File: config.mk
export PLATFORM = sky130hd
export DESIGN_NAME = ddrini_core
export DESIGN_NICKNAME = d
export VERILOG_FILES = /design/src/rtl/ddrini_pkg.sv /design/src/rtl/ddrini_core.sv
export SDC_FILE = /design/constraint.sdc
export NUM_CORES = 1
export LEC_CHECK = 0
export BUFFER_PORTS_ARGS = -buffer_cell sky130_fd_sc_hd__buf_2
export CAP_MARGIN = 20
export CORE_MARGIN = 2
export CORE_UTILIZATION = 45
export DETAILED_ROUTE_END_ITERATION = 7
export PLACE_DENSITY = 0.72
export SYNTH_ARGS = -nofsm -noshare
export SYNTH_HDL_FRONTEND = slang
export SYNTH_SLANG_ARGS = --single-unit
File: constraint.sdc
create_clock -name clk -period 5.4 [get_ports clk]
set_clock_uncertainty 0.1 [all_clocks]
set_input_delay 0.27 -clock clk [delete_from_list [all_inputs] [get_ports clk]]
set_output_delay 0.27 -clock clk [all_outputs]
set_load 0.01 [all_outputs]
File: src/rtl/ddrini_pkg.sv
// Package for the DDR memory initialisation sequencer block
package ddrini_pkg;
    // Command bus decode (device side of the command pins)
    typedef enum logic [2:0] {
        DDRINI_CMD_NOP,
        DDRINI_CMD_MODE_LOAD,
        DDRINI_CMD_REFRESH,
        DDRINI_CMD_READ,
        DDRINI_CMD_WRITE
    } ddrini_cmd_type;

    typedef struct packed {
        ddrini_cmd_type cmd;
        logic [2:0]     bank;
        logic [19:0]    addr;
    } ddrini_req_type;

    // Wishbone register byte offsets
    localparam logic [7:0] DDRINI_REG_STATUS  = 8'h00;
    localparam logic [7:0] DDRINI_REG_MODE    = 8'h04;
    localparam logic [7:0] DDRINI_REG_REFMASK = 8'h08;
    localparam logic [7:0] DDRINI_REG_NOPCNT  = 8'h0C;
    localparam logic [7:0] DDRINI_REG_CTRL    = 8'h10;

    // Mode word field positions
    localparam int DDRINI_MODE_BL_LSB   = 3;
    localparam int DDRINI_MODE_DLL_BIT  = 7;
    localparam int DDRINI_MUX_SEL_BIT   = 5;
    localparam int DDRINI_PH2_BIT8      = 8;

    localparam logic [19:0] DDRINI_MODE_RESET  = 20'h00000;
    localparam logic [2:0]  DDRINI_BL_EIGHT    = 3'h2;
    localparam int          DDRINI_MIN_LOADS   = 3;
    localparam int          DDRINI_BANKS       = 8;
    localparam int          DDRINI_PAD_NOPS    = 1024;

    // Mode-load settle time, in ns, and its cycle count at 8 ns
    localparam int DDRINI_CLK_PS        = 8000;
    localparam int DDRINI_SETTLE_NS     = 48;
    localparam int DDRINI_SETTLE_CYC    =
        (DDRINI_SETTLE_NS * 1000 + DDRINI_CLK_PS - 1) / DDRINI_CLK_PS;
    localparam int DDRINI_BASE_RL       = 4;
endpackage

File: src/rtl/ddrini_core.sv
// Device-side initialisation, mode register and latency tracking
//
// The register offsets and the Wishbone register port were left to the implementer.
`timescale 1ns/1ps
module ddrini_core (
    input  wire logic                    clk,
    input  wire logic                    reset,
    input  wire ddrini_pkg::ddrini_req_type req,
    input  wire logic                    wb_cyc_i,
    input  wire logic                    wb_stb_i,
    input  wire logic                    wb_we_i,
    input  wire logic [7:0]              wb_adr_i,
    input  wire logic [3:0]              wb_sel_i,
    input  wire logic [31:0]             wb_dat_i,
    output logic      [31:0]             wb_dat_o,
    output logic                         wb_ack_o,
    output logic                         init_done,
    output logic                         mux_mode,
    output logic                         dll_on,
    output logic      [3:0]              read_latency,
    output logic      [3:0]              write_latency,
    output logic                         bl_error
);
    typedef enum logic [1:0] {
        DDRINI_ST_LOADS,
        DDRINI_ST_SETTLE,
        DDRINI_ST_REFRESH,
        DDRINI_ST_READY
    } ddrini_state_type;

    ddrini_state_type  state_q, state_d;
    logic [1:0]        loads_q, loads_d;
    logic [7:0]        settle_q, settle_d;
    logic [10:0]       nops_q, nops_d;
    logic [7:0]        banks_q, banks_d;
    logic [19:0]       mode_q, mode_d;
    logic              mux_q, mux_d;
    logic              ph2_q, ph2_d;
    logic              blerr_q, blerr_d;
    logic              ack_q, ack_d;
    logic [31:0]       rdat_q, rdat_d;
    logic [3:0]        base_rl_q, base_rl_d;
    logic              restart_q, restart_d;
    logic              wb_req;
    logic [2:0]        bl_field;
    logic              bl_set;

    assign wb_req   = wb_cyc_i && wb_stb_i && !ack_q;
    assign bl_field = req.addr[ddrini_pkg::DDRINI_MODE_BL_LSB +: 3];
    // Hardware set beats a software clear in the same cycle
    assign bl_set   = req.cmd == ddrini_pkg::DDRINI_CMD_MODE_LOAD && !ph2_q
                      && mux_q && bl_field == ddrini_pkg::DDRINI_BL_EIGHT;

    always_comb begin
        state_d   = state_q;
        loads_d   = loads_q;
        settle_d  = settle_q;
        nops_d    = nops_q;
        banks_d   = banks_q;
        mode_d    = mode_q;
        mux_d     = mux_q;
        ph2_d     = 1'b0;
        blerr_d   = blerr_q;
        base_rl_d = base_rl_q;
        restart_d = 1'b0;
        if (settle_q != 8'h00) begin
            settle_d = settle_q - 8'h01;
        end
        if (req.cmd == ddrini_pkg::DDRINI_CMD_MODE_LOAD) begin
            if (loads_q != 2'h3) begin
                loads_d = loads_q + 2'h1;
            end
        end else if (state_q == DDRINI_ST_LOADS) begin
            loads_d = 2'h0;
        end
        if (ph2_q) begin
            mode_d[ddrini_pkg::DDRINI_PH2_BIT8 - 1:0] = req.addr[7:0];
        end else if (req.cmd == ddrini_pkg::DDRINI_CMD_MODE_LOAD) begin
            settle_d = 8'(ddrini_pkg::DDRINI_SETTLE_CYC);
            if (req.addr[ddrini_pkg::DDRINI_MUX_SEL_BIT] && !mux_q) begin
                mux_d = 1'b1;
            end else if (mux_q) begin
                ph2_d  = 1'b1;
                mode_d = {req.addr[19:8], mode_q[7:0]};
            end else begin
                mode_d = req.addr;
            end
            // flag long bursts in mux mode
            if (bl_set) begin
                blerr_d = 1'b1;
            end
        end
        case (state_q)
            DDRINI_ST_LOADS: begin
                if (req.cmd != ddrini_pkg::DDRINI_CMD_MODE_LOAD
                        && 32'(loads_q) >= ddrini_pkg::DDRINI_MIN_LOADS) begin
                    state_d = DDRINI_ST_SETTLE;
                end
            end
            DDRINI_ST_SETTLE: begin
                if (settle_q == 8'h00) begin
                    state_d = DDRINI_ST_REFRESH;
                    nops_d  = 11'h000;
                    banks_d = 8'h00;
                end
            end
            DDRINI_ST_REFRESH: begin
                if (req.cmd == ddrini_pkg::DDRINI_CMD_REFRESH) begin
                    banks_d = banks_q | (8'h01 << req.bank);
                end else if (req.cmd == ddrini_pkg::DDRINI_CMD_NOP
                        && nops_q != 11'(ddrini_pkg::DDRINI_PAD_NOPS)) begin
                    nops_d = nops_q + 11'h001;
                end
                if (banks_q == 8'hFF
                        && nops_q == 11'(ddrini_pkg::DDRINI_PAD_NOPS)) begin
                    state_d = DDRINI_ST_READY;
                end
            end
            DDRINI_ST_READY: begin
                if (restart_q) begin
                    state_d = DDRINI_ST_LOADS;
                    loads_d = 2'h0;
                end
            end
            default: state_d = DDRINI_ST_LOADS;
        endcase
        ack_d  = wb_req;
        rdat_d = rdat_q;
        if (wb_req && !wb_we_i) begin
            case (wb_adr_i)
                ddrini_pkg::DDRINI_REG_STATUS:
                    rdat_d = {26'h0, blerr_q, dll_on, mux_q,
                              state_q == DDRINI_ST_READY, state_q};
                ddrini_pkg::DDRINI_REG_MODE:
                    rdat_d = {12'h0, mode_q};
                ddrini_pkg::DDRINI_REG_REFMASK:
                    rdat_d = {24'h0, banks_q};
                ddrini_pkg::DDRINI_REG_NOPCNT:
                    rdat_d = {21'h0, nops_q};
                ddrini_pkg::DDRINI_REG_CTRL:
                    rdat_d = {28'h0, base_rl_q};
                default:
                    rdat_d = 32'h0;
            endcase
        end
        if (wb_req && wb_we_i && wb_sel_i[0]
                && wb_adr_i == ddrini_pkg::DDRINI_REG_CTRL) begin
            base_rl_d = wb_dat_i[3:0];
            restart_d = wb_dat_i[4];
            if (wb_dat_i[5] && !bl_set) begin
                blerr_d = 1'b0;
            end
        end
    end

    always_ff @(posedge clk) begin
        if (reset) begin
            state_q   <= DDRINI_ST_LOADS;
            loads_q   <= 2'h0;
            settle_q  <= 8'h00;
            nops_q    <= 11'h000;
            banks_q   <= 8'h00;
            mode_q    <= ddrini_pkg::DDRINI_MODE_RESET;
            mux_q     <= 1'b0;
            ph2_q     <= 1'b0;
            blerr_q   <= 1'b0;
            ack_q     <= 1'b0;
            rdat_q    <= 32'h0;
            base_rl_q <= 4'(ddrini_pkg::DDRINI_BASE_RL);
            restart_q <= 1'b0;
        end else begin
            state_q   <= state_d;
            loads_q   <= loads_d;
            settle_q  <= settle_d;
            nops_q    <= nops_d;
            banks_q   <= banks_d;
            mode_q    <= mode_d;
            mux_q     <= mux_d;
            ph2_q     <= ph2_d;
            blerr_q   <= blerr_d;
            ack_q     <= ack_d;
            rdat_q    <= rdat_d;
            base_rl_q <= base_rl_d;
            restart_q <= restart_d;
        end
    end

    assign wb_ack_o      = ack_q;
    assign wb_dat_o      = rdat_q;
    assign init_done     = (state_q == DDRINI_ST_READY);
    assign mux_mode      = mux_q;
    assign dll_on        = !mode_q[ddrini_pkg::DDRINI_MODE_DLL_BIT];
    assign read_latency  = base_rl_q + {3'h0, mux_q};
    assign write_latency = read_latency + 4'h1;
    assign bl_error      = blerr_q;
endmodule

# After elaboration in Yosys (flattened, before gate mapping)

Cells that the tools add are included.

Bitwise logic cells: 5
Magnitude comparators: 1
Equality and inequality tests: 24
Add/subtract/negate cells: 5
Reductions and logical operators: 35
Mux-type cells: 31
Shift-type cells: 1

Operators with widths:

| cell                  | count |
|---|---|
| $pmux 20 s5           | 1 |
| $mux 8                | 9 |
| $mux 11               | 3 |
| $pmux 11 s2           | 1 |
| $mux 2                | 9 |
| $eq 8x4->1 const B    | 2 |
| $logic_not 8->1       | 2 |
| $pmux 8 s2            | 1 |
| $logic_and 1x1->1     | 14 |
| $ne 2x2->1 const B    | 7 |
| $reduce_and 3->1      | 4 |
| $add 11x1->11 const B | 1 |
| $eq 11x11->1 const B  | 1 |
| $ne 11x11->1 const B  | 1 |
| $eq 8x3->1 const B    | 1 |
| $eq 8x5->1 const B    | 1 |
| $eq 8x8->1 const B    | 1 |
| $or 8x8->8            | 1 |
| $pmux 2 s4            | 1 |
| $reduce_and 4->1      | 2 |
| $reduce_bool 8->1     | 1 |
| $shl 1x3->8 const A   | 1 |
| $sub 8x1->8 const B   | 1 |
| $eq 3x2->1 const B    | 2 |
| 17 further kinds      | 34 |

Output and inout port bits: 45
Input port bits: 75
Logic and storage cells: 116
Bits in registers: 92

# Depth between registers and ports, before layout

Gate-level depths: netlist (run 1).

Depth in word-level cells: 9
Depth in mapped cells: 9
Mapped depth without buffers: 7

# Least setup slack after synthesis (run 1)

No wires, ideal clock.

Path type: register -> register
From: reg nops_q[0]
To: reg nops_q[9]
Buffers on the path: 1
Clock period less this slack: 1939 ps
Stages on the path, launching flop included: 9
Setup time: 71 ps
Arrival: 1768 ps
Required time: 5229 ps
Slack: 3461 ps
Cells stage by stage: dfxtp_1 inv_1 ha_1 and2_1 a31oi_1 o21ai_2 buf_6 or4_1 a21oi_1

Word-level cells in the longest chain between the ends: 4
Elaborated cells between the ends (all ways): 8
Classes of those cells: add/sub (1); eq/ne (2); mux (3); reduce/logical (2)

Ends and longest elaborated chain:

| what                                                   | line                                   | source |
|---|---|---|
| from (decl)                                            | ddrini_core.sv:34                      | `logic [10:0] nops_q, nops_d;` |
| from (signal assigned)                                 | ddrini_core.sv:175                     | `nops_q <= nops_d;` |
| $add 11x1->11 / $ne 11x11->1 (equally long branches)   | ddrini_core.sv:112, ddrini_core.sv:111 |  |
| $mux 11 / $logic_and 1x1->1 (equally long branches)    | ddrini_core.sv:110, ddrini_core.sv:111 |  |
| $mux 11 / $ne 2x2->1 (equally long branches)           | -                                      |  |
| $pmux 11 s2 / $reduce_and 4->1 (equally long branches) | -                                      |  |

Several ways; a longest one is shown, not always the timed one. The select of a mux whose other input is x is not followed.
A chain may end at the register's enable or synchronous reset.

# Final worst setup path (run 1)

From: reg ack_q, in the netlist wb_ack_o
To: reg rdat_q[9], in the netlist wb_dat_o[9]

Word-level cells in the longest chain between the ends: 3

Ends and longest elaborated chain:

| what                   | line               | source |
|---|---|---|
| from (decl)            | ddrini_core.sv:40  | `logic ack_q, ack_d;` |
| from (signal assigned) | ddrini_core.sv:181 | `ack_q <= ack_d;` |
| $logic_not 1->1        | ddrini_core.sv:48  | `assign wb_req = wb_cyc_i && wb_stb_i && !ack_q;` |
| $logic_and 1x1->1      | ddrini_core.sv:48  |  |
| $logic_and 1x1->1      | ddrini_core.sv:129 | `if (wb_req && !wb_we_i) begin` |
| to (signal assigned)   | ddrini_core.sv:182 | `rdat_q <= rdat_d;` |
| to (decl)              | ddrini_core.sv:41  | `logic [31:0] rdat_q, rdat_d;` |

No other way between the ends.

==> impl_metrics.ini, run 1 <==
[final_layout]
drive_gt1_share_pct = 22.38
layout_common_cells = 80 x dfxtp_1, 78 x buf_2, 61 x nor2_1
area_delta_synth_final_pct = 15.92
diodes = 0
fin_nets = 586
layout_commonest_cell = dfxtp_1

[route]
finalWirelength_um = 8822
drcViolationCount = 0
vias_per_cell = 5.402
post_drt_wl_per_cell_um = 14.46
drt-initial-drc-count = 171
vias = 3295
ant_nets = 0
first_pass_iters = 4

[yosys]
ys_ff_latch = 80
ys_types = 55
syn_area_um2 = 3795
synthCells = 429
synth_edf_count = 0
ys_seq_area_share_pct = 42.20
synth_largest_area_cell = dfxtp_1
synth_ff_type = dfxtp_1
synth_area_leaders = dfxtp_1 42%, mux2i_1 6.9%, nor2_1 6.0%
synth_top_area_share_pct = 42.20
yosys_warnings = 0
syn_area_per_cell_um2 = 8.846
ys_async_sr_fraction_pct = 0

[worst_hold_path]
hold_depth = 2
hold_class = in -> reg

[placed_design]
place.gp.congestion = 0.8335
dpl.hpwl_um = 6718
port_buffers = 78

[sta]
setup_viol = 0
post-route-period-util_pct = 41.99
period_needed_ns = 2.267
worstMarginPinSlew_ns = 1.006
whs_ns = 0.01873
fmax_ghz = 0.4411
rsz0062_at_grt = no
hold_violations = 0
relSlewSlack_pct = 32.93
setup_tns_ns = 0
final-max-slew-violation-count = 0

[status]
status = complete, no violations

[critical_path]
endpoint_kind = flip-flop
cp.arrival_ns = 2.45
cp-start-kind = flip-flop
worstPathMaxFanout = 13
cp.required_ns = 5.58
path_class = reg -> reg
r2r_cells = 5

[floorplanning]
rows = 33
coreArea_um2 = 8175
die-area_um2 = 9183
ios = 120
die_h_um = 95.83
initial_core_util_pct = 46.42
dieWidth_um = 95.83

[clock_tree]
cts_sinks = 80
clk-insertion-delay-late_ns = 0.36
path_clk_slew_ns = 0.09
cts_root_buffer = clkbuf_8
clock_path_buffers = 2
htreeDepth = 3
cts-buffers-inserted = 9
cts_hold_buf = 0
cts_resized = 0
cts_setup_buffers = 0
cts_tree = yes

[pwr]
leakagePower_nw = 1.912
clock_power_share_pct = 32.2
vdd_ir_drop_max_mv = 0.1573
p_int_w = 0.0009662
seqPwrFrac_pct = 47.3
p_per_area_nw_per_um2 = 319.2
switching_share_pct = 31.20
p_switching_w = 0.0004382
combPwrFrac_pct = 20.5

[run]
max-cap-violations = 0

[global_routing]
gr-total-overflow = 0
antenna_found_initial = 0
grt_max_degree = 62
grt_pass1_wl_um = 14670
grt_pass1_vias = 3112
track_usage_pct = 20.57
==> per-stage QoR <==
step                util, %  setup WS, ns  std cells  power (W)  cell area (µm²)
global route          53.81         2.845        610   0.001491             4399
finish                53.81         3.133        610   0.001404             4399
CTS                   53.81         3.092        610   0.001417             4399
detailed placement    51.35         3.120        594  0.0009665             4198
global placement      51.35         3.121        594  0.0009547             4198
floorplan                 -         3.461        440  0.0009032             3836
==> cell usage after synthesis, types with 2 or more instances <==
cell type and n:
a22oi_1 10, nor2_1 61, nor4_4 2, xnor2_1 5, a21oi_1 26, a211oi_1 3, mux2_2 2, nor2b_1 6
o211ai_1 2, nand4_1 8, nor3_1 7, nor4_1 4, or3_1 5, nand2_1 34, nor3b_1 4, a2bb2oi_1 4
buf_2 2, clkbuf_1 12, or4_1 5, xor2_1 5, a31o_2 3, and2_1 3, a221oi_1 5, inv_1 17
a31oi_1 9, dfxtp_1 80, nand3_1 12, mux2i_1 26, ha_1 11, nand2b_1 2, o21ai_0 11, buf_4 13
buf_1 3, mux4_2 2, o31ai_1 5
==> registers in the layout (all words and copies together) (netlist names), 2 cells and up <==
name,cells
banks_q,8
base_rl_q,4
loads_q,2
mode_q,20
nops_q,11
settle_q,8
state_q,2
wb_dat_o,20
==> worst max-delay path, cell delays in order (launching register included) <==
cell,delay [ns]
dfxtp_1,0.32
nand3b_1,0.23
nor2_1,0.63
and4b_1,0.64
nand2_1,0.11
a31oi_1,0.17
==> worst paths after layout <==
kind,from,to,slack (ns)
worst min register to register,wb_dat_o[19]$_SDFFE_PP0P_,wb_dat_o[19]$_SDFFE_PP0P_,0.35
worst min-delay path,wb_dat_i[2],base_rl_q[2]$_SDFFE_PP1N_,0.02
worst max register to register,wb_ack_o$_SDFF_PP0_,wb_dat_o[9]$_SDFFE_PP0P_,3.13
worst max-delay path,wb_ack_o$_SDFF_PP0_,wb_dat_o[9]$_SDFFE_PP0P_,3.13
==> cell type report <==
| class | instances | area, µm² |
|---|---|---|
| clock buffers | 9 | 123.9 |
| fillers | 777 | 3776 |
| inverters | 17 | 63.81 |
| flip-flops and latches | 80 | 1602 |
| repair buffers | 80 | 405.4 |
| clock inverters | 7 | 77.57 |
| multi-input cells | 312 | 1996 |
| well taps | 105 | 131.4 |
==> logic make-up (layout without fill, tap and decap cells) <==
family,after synthesis,after routing,share of synthesized area (%)
multiplexers,30,30,8.638
buffers and inverters,48,113,6.297
AND/OR/NAND/NOR,165,165,22.42
other,1,12,0.09882
XOR/XNOR,10,10,2.308
adder cells (fa/ha/maj),11,11,3.627
flip-flops,80,80,42.20
AO/OA/AOI/OAI,84,84,14.41
==> power by group through the flow <==
stage / logic (W) / clock network (W) / registers, W
floorplan: 0.000233 / 0 / 0.000670
global placement: 0.000278 / 0 / 0.000677
detailed placement: 0.000288 / 0 / 0.000679
CTS: 0.000290 / 0.000463 / 0.000665
global route: 0.000333 / 0.000489 / 0.000669
finish: 0.000288 / 0.000452 / 0.000665
==> layer usage <==
metal  share of wire, %  global-route usage, %  up-vias
met1                 44                  26.51     1537
met3                5.5                  5.325       23
li1                   -                      -     1642
met4                2.9                  9.762        0
met5                  0                      0        -
met2                 48                  32.17       93
Power figures use the tool's default switching activity.
==> run 2, diff against run 1 <==
--- a/config.mk
+++ b/config.mk
@@ -10,7 +10,7 @@
 export CORE_MARGIN = 2
 export CORE_UTILIZATION = 45
 export DETAILED_ROUTE_END_ITERATION = 7
-export PLACE_DENSITY = 0.72
+export PLACE_DENSITY = 0.75
 export SYNTH_ARGS = -nofsm -noshare
 export SYNTH_HDL_FRONTEND = slang
 export SYNTH_SLANG_ARGS = --single-unit
==> constraint.sdc (replaced) <==
create_clock -name clk -period 1.9 [get_ports clk]
set_clock_uncertainty 0.1 [all_clocks]
set_input_delay 0.095 -clock clk [delete_from_list [all_inputs] [get_ports clk]]
set_output_delay 0.095 -clock clk [all_outputs]
set_load 0.01 [all_outputs]
==> impl_metrics.ini, run 2 (synthesis results as in run 1) <==
[status]
status = finished, violations left
violations = negative setup slack

[placed_design]
dpl.hpwl_um = 7147
place.gp.congestion = 0.8695
port_buffers = 78
place_inst = 638

[final_layout]
diodes = 0
seq_area_um2 = 1615
multi_input_area_um2 = 2223
layout_commonest_cell = buf_2
area_delta_synth_final_pct = 40.72
layout_common_cells = 78 x buf_2, 73 x dfxtp_1, 60 x nor2_1
nFillCells = 634
drive_gt1_share_pct = 34.64
instances_no_fill = 691
fin_nets = 667

[pwr]
leakagePower_nw = 2.342
vdd_ir_drop_max_mv = 0.4861
p_switching_w = 0.001426
power_w = 0.004475
combPwrFrac_pct = 28.9
p_per_area_nw_per_um2 = 838.1
switching_share_pct = 31.86
seqPwrFrac_pct = 42.0
p_int_w = 0.003049
clock_power_share_pct = 29.2

[sta]
rsz0062_at_grt = yes
hold_violations = 0
worstMarginPinSlew_ns = 0.6200
final-max-slew-violation-count = 0
setup_viol = 1
setup_slack_ns = -0.01471
period_needed_ns = 1.915
fmax_ghz = 0.5223
post-route-period-util_pct = 100.8
relSlewSlack_pct = 58.58

[critical_path]
worstPathMaxFanout = 8
cp_cell_sequence = inv_1 > ha_2 > nor2b_2 > a31o_4 > buf_4 > o21ai_4 > or3_1 > a21oi_2
reg2reg_from = state_q[0]$_SDFFE_PP0P_
r2r-end = nops_q[7]$_SDFFE_PP0P_
cp.arrival_ns = 2.12
crit_family = simple AND/OR/NAND/NOR gates
critPathBufInv = 2
cp_slowest_stage_delay_ns = 0.38
rrSetupSlack_ns = -0.01
cp-start-kind = flip-flop
path_class = reg -> reg
cp_slowest_cell = or3_1
r2r_cells = 8
endpoint_kind = flip-flop
critical_path.startpoint = state_q[0]$_SDFFE_PP0P_
cp.required_ns = 2.10

[global_routing]
grt_pass1_vias = 3572
grt_pass1_wl_um = 17130
gr-total-overflow = 0
grt_max_degree = 61
antenna_found_initial = 0
track_usage_pct = 24.05

[floorplanning]
coreArea_um2 = 8175
rows = 33
initial_core_util_pct = 46.42
die-area_um2 = 9183
ios = 120
dieWidth_um = 95.83
die_h_um = 95.83

[clock_tree]
clock_path_buffers = 2
htreeDepth = 3
clk-insertion-delay-late_ns = 0.36
cts_tree = yes
cts_sinks = 80
cts_root_buffer = clkbuf_8
path_clk_slew_ns = 0.09
cts-buffers-inserted = 9

[route]
vias = 3804
vias_per_cell = 5.505
first_pass_iters = 5
ant_nets = 0
drt-initial-drc-count = 256
finalWirelength_um = 10950
post_drt_wl_per_cell_um = 15.85
drcViolationCount = 0

[worst_hold_path]
hold_class = in -> reg
hold_start = req[24]
hold_depth = 4
whs_endpoint = loads_q[0]$_SDFF_PP0_

[run]
max-cap-violations = 0
run 2: cell count changes in the layout (fill, tap and decap cells not counted), moves of 3 or more:
cell           previous run  this run
buf_4                     2        48
dlygate4sd3_1             0        30
dfxtp_1                  80        73
dfxtp_2                   0         5
ha_1                     11         6
a21oi_1                  26        22
a21oi_2                   0         4
buf_6                     0         3
ha_4                      0         3
run 2: worst max path at each step:
stage | to | slack, ns | cells after the start
global route | nops_q[7]$_SDFFE_PP0P_ | -0.08 | 8
finish | nops_q[7]$_SDFFE_PP0P_ | -0.01 | 8
global placement | nops_q[2]$_SDFFE_PP0P_ | 0.003 | 8
floorplan | nops_q[9]$_SDFFE_PP0P_ | 0.003 | 8
detailed placement | nops_q[2]$_SDFFE_PP0P_ | -0.09 | 8
CTS | nops_q[7]$_SDFFE_PP0P_ | -0.02 | 8
run 2: timing repair:
| item | CTS | global route |
|---|---|---|
| cloned | 1 | 0 |
| pin swaps | 8 | 17 |
| hold buffers | 30 | 0 |
| gates resized for setup | 16 | 35 |
| setup endpoints to repair | 13 | 24 |
| hold endpoints to repair | 30 | 0 |
| setup buffers | 4 | 2 |
run 2: routing by layer:
metal  share of wire [%]  up-vias  wire length (µm)  track usage, %
met1                  41     1810              4539           29.36
met3                 5.7       20               622           4.150
met4                 1.8        0               195           9.405
met2                  51      158              5592           42.02
li1                    -     1816                 -               -
met5                   0        -                 0               0
run 2: worst register-to-register path: cells and delay by family, from the launching register on:
family	cells	cell delay, ns
AO/OA/AOI/OAI	3	0.36
adder cells (fa/ha/maj)	1	0.25
AND/OR/NAND/NOR	2	0.56
flip-flops	1	0.34
buffers and inverters	2	0.24
run 2: per-stage QoR:
step                      cell area [µm²]  hold slack [ns]  utilization, %  setup slack [ns]  setup TNS, ns
after floorplan                      3849           0.1129               -          0.002542              0
final                                5340          0.04921           65.32          -0.01471       -0.01471
after global placement               4553           0.2007           55.69          0.002533              0
after CTS                            5164          0.01512           63.16          -0.02121       -0.04679
after detailed placement             4553           0.2237           55.69          -0.09497        -0.3918
after global routing                 5340          0.09720           65.32          -0.07660        -0.4847
run 2: area by class of cell:
| class | count | area share (%) |
|---|---|---|
| repair buffers | 160 | 20.69 |
| inverters | 17 | 1.195 |
| well taps | 105 | 2.460 |
| clock inverters | 7 | 1.453 |
| clock buffers | 9 | 2.320 |
| flip-flops and latches | 80 | 30.25 |
| multi-input cells | 313 | 41.64 |
run 2: power by group through the flow:
stage	Clock (W)	Combinational, W	Sequential (W)
2_1_floorplan	0	0.000677	0.00191
3_3_place_gp	0	0.00105	0.00190
3_5_place_dp	0	0.00109	0.00191
4_1_cts	0.00131	0.00121	0.00188
5_1_grt	0.00138	0.00142	0.00189
6_report	0.00130	0.00129	0.00188
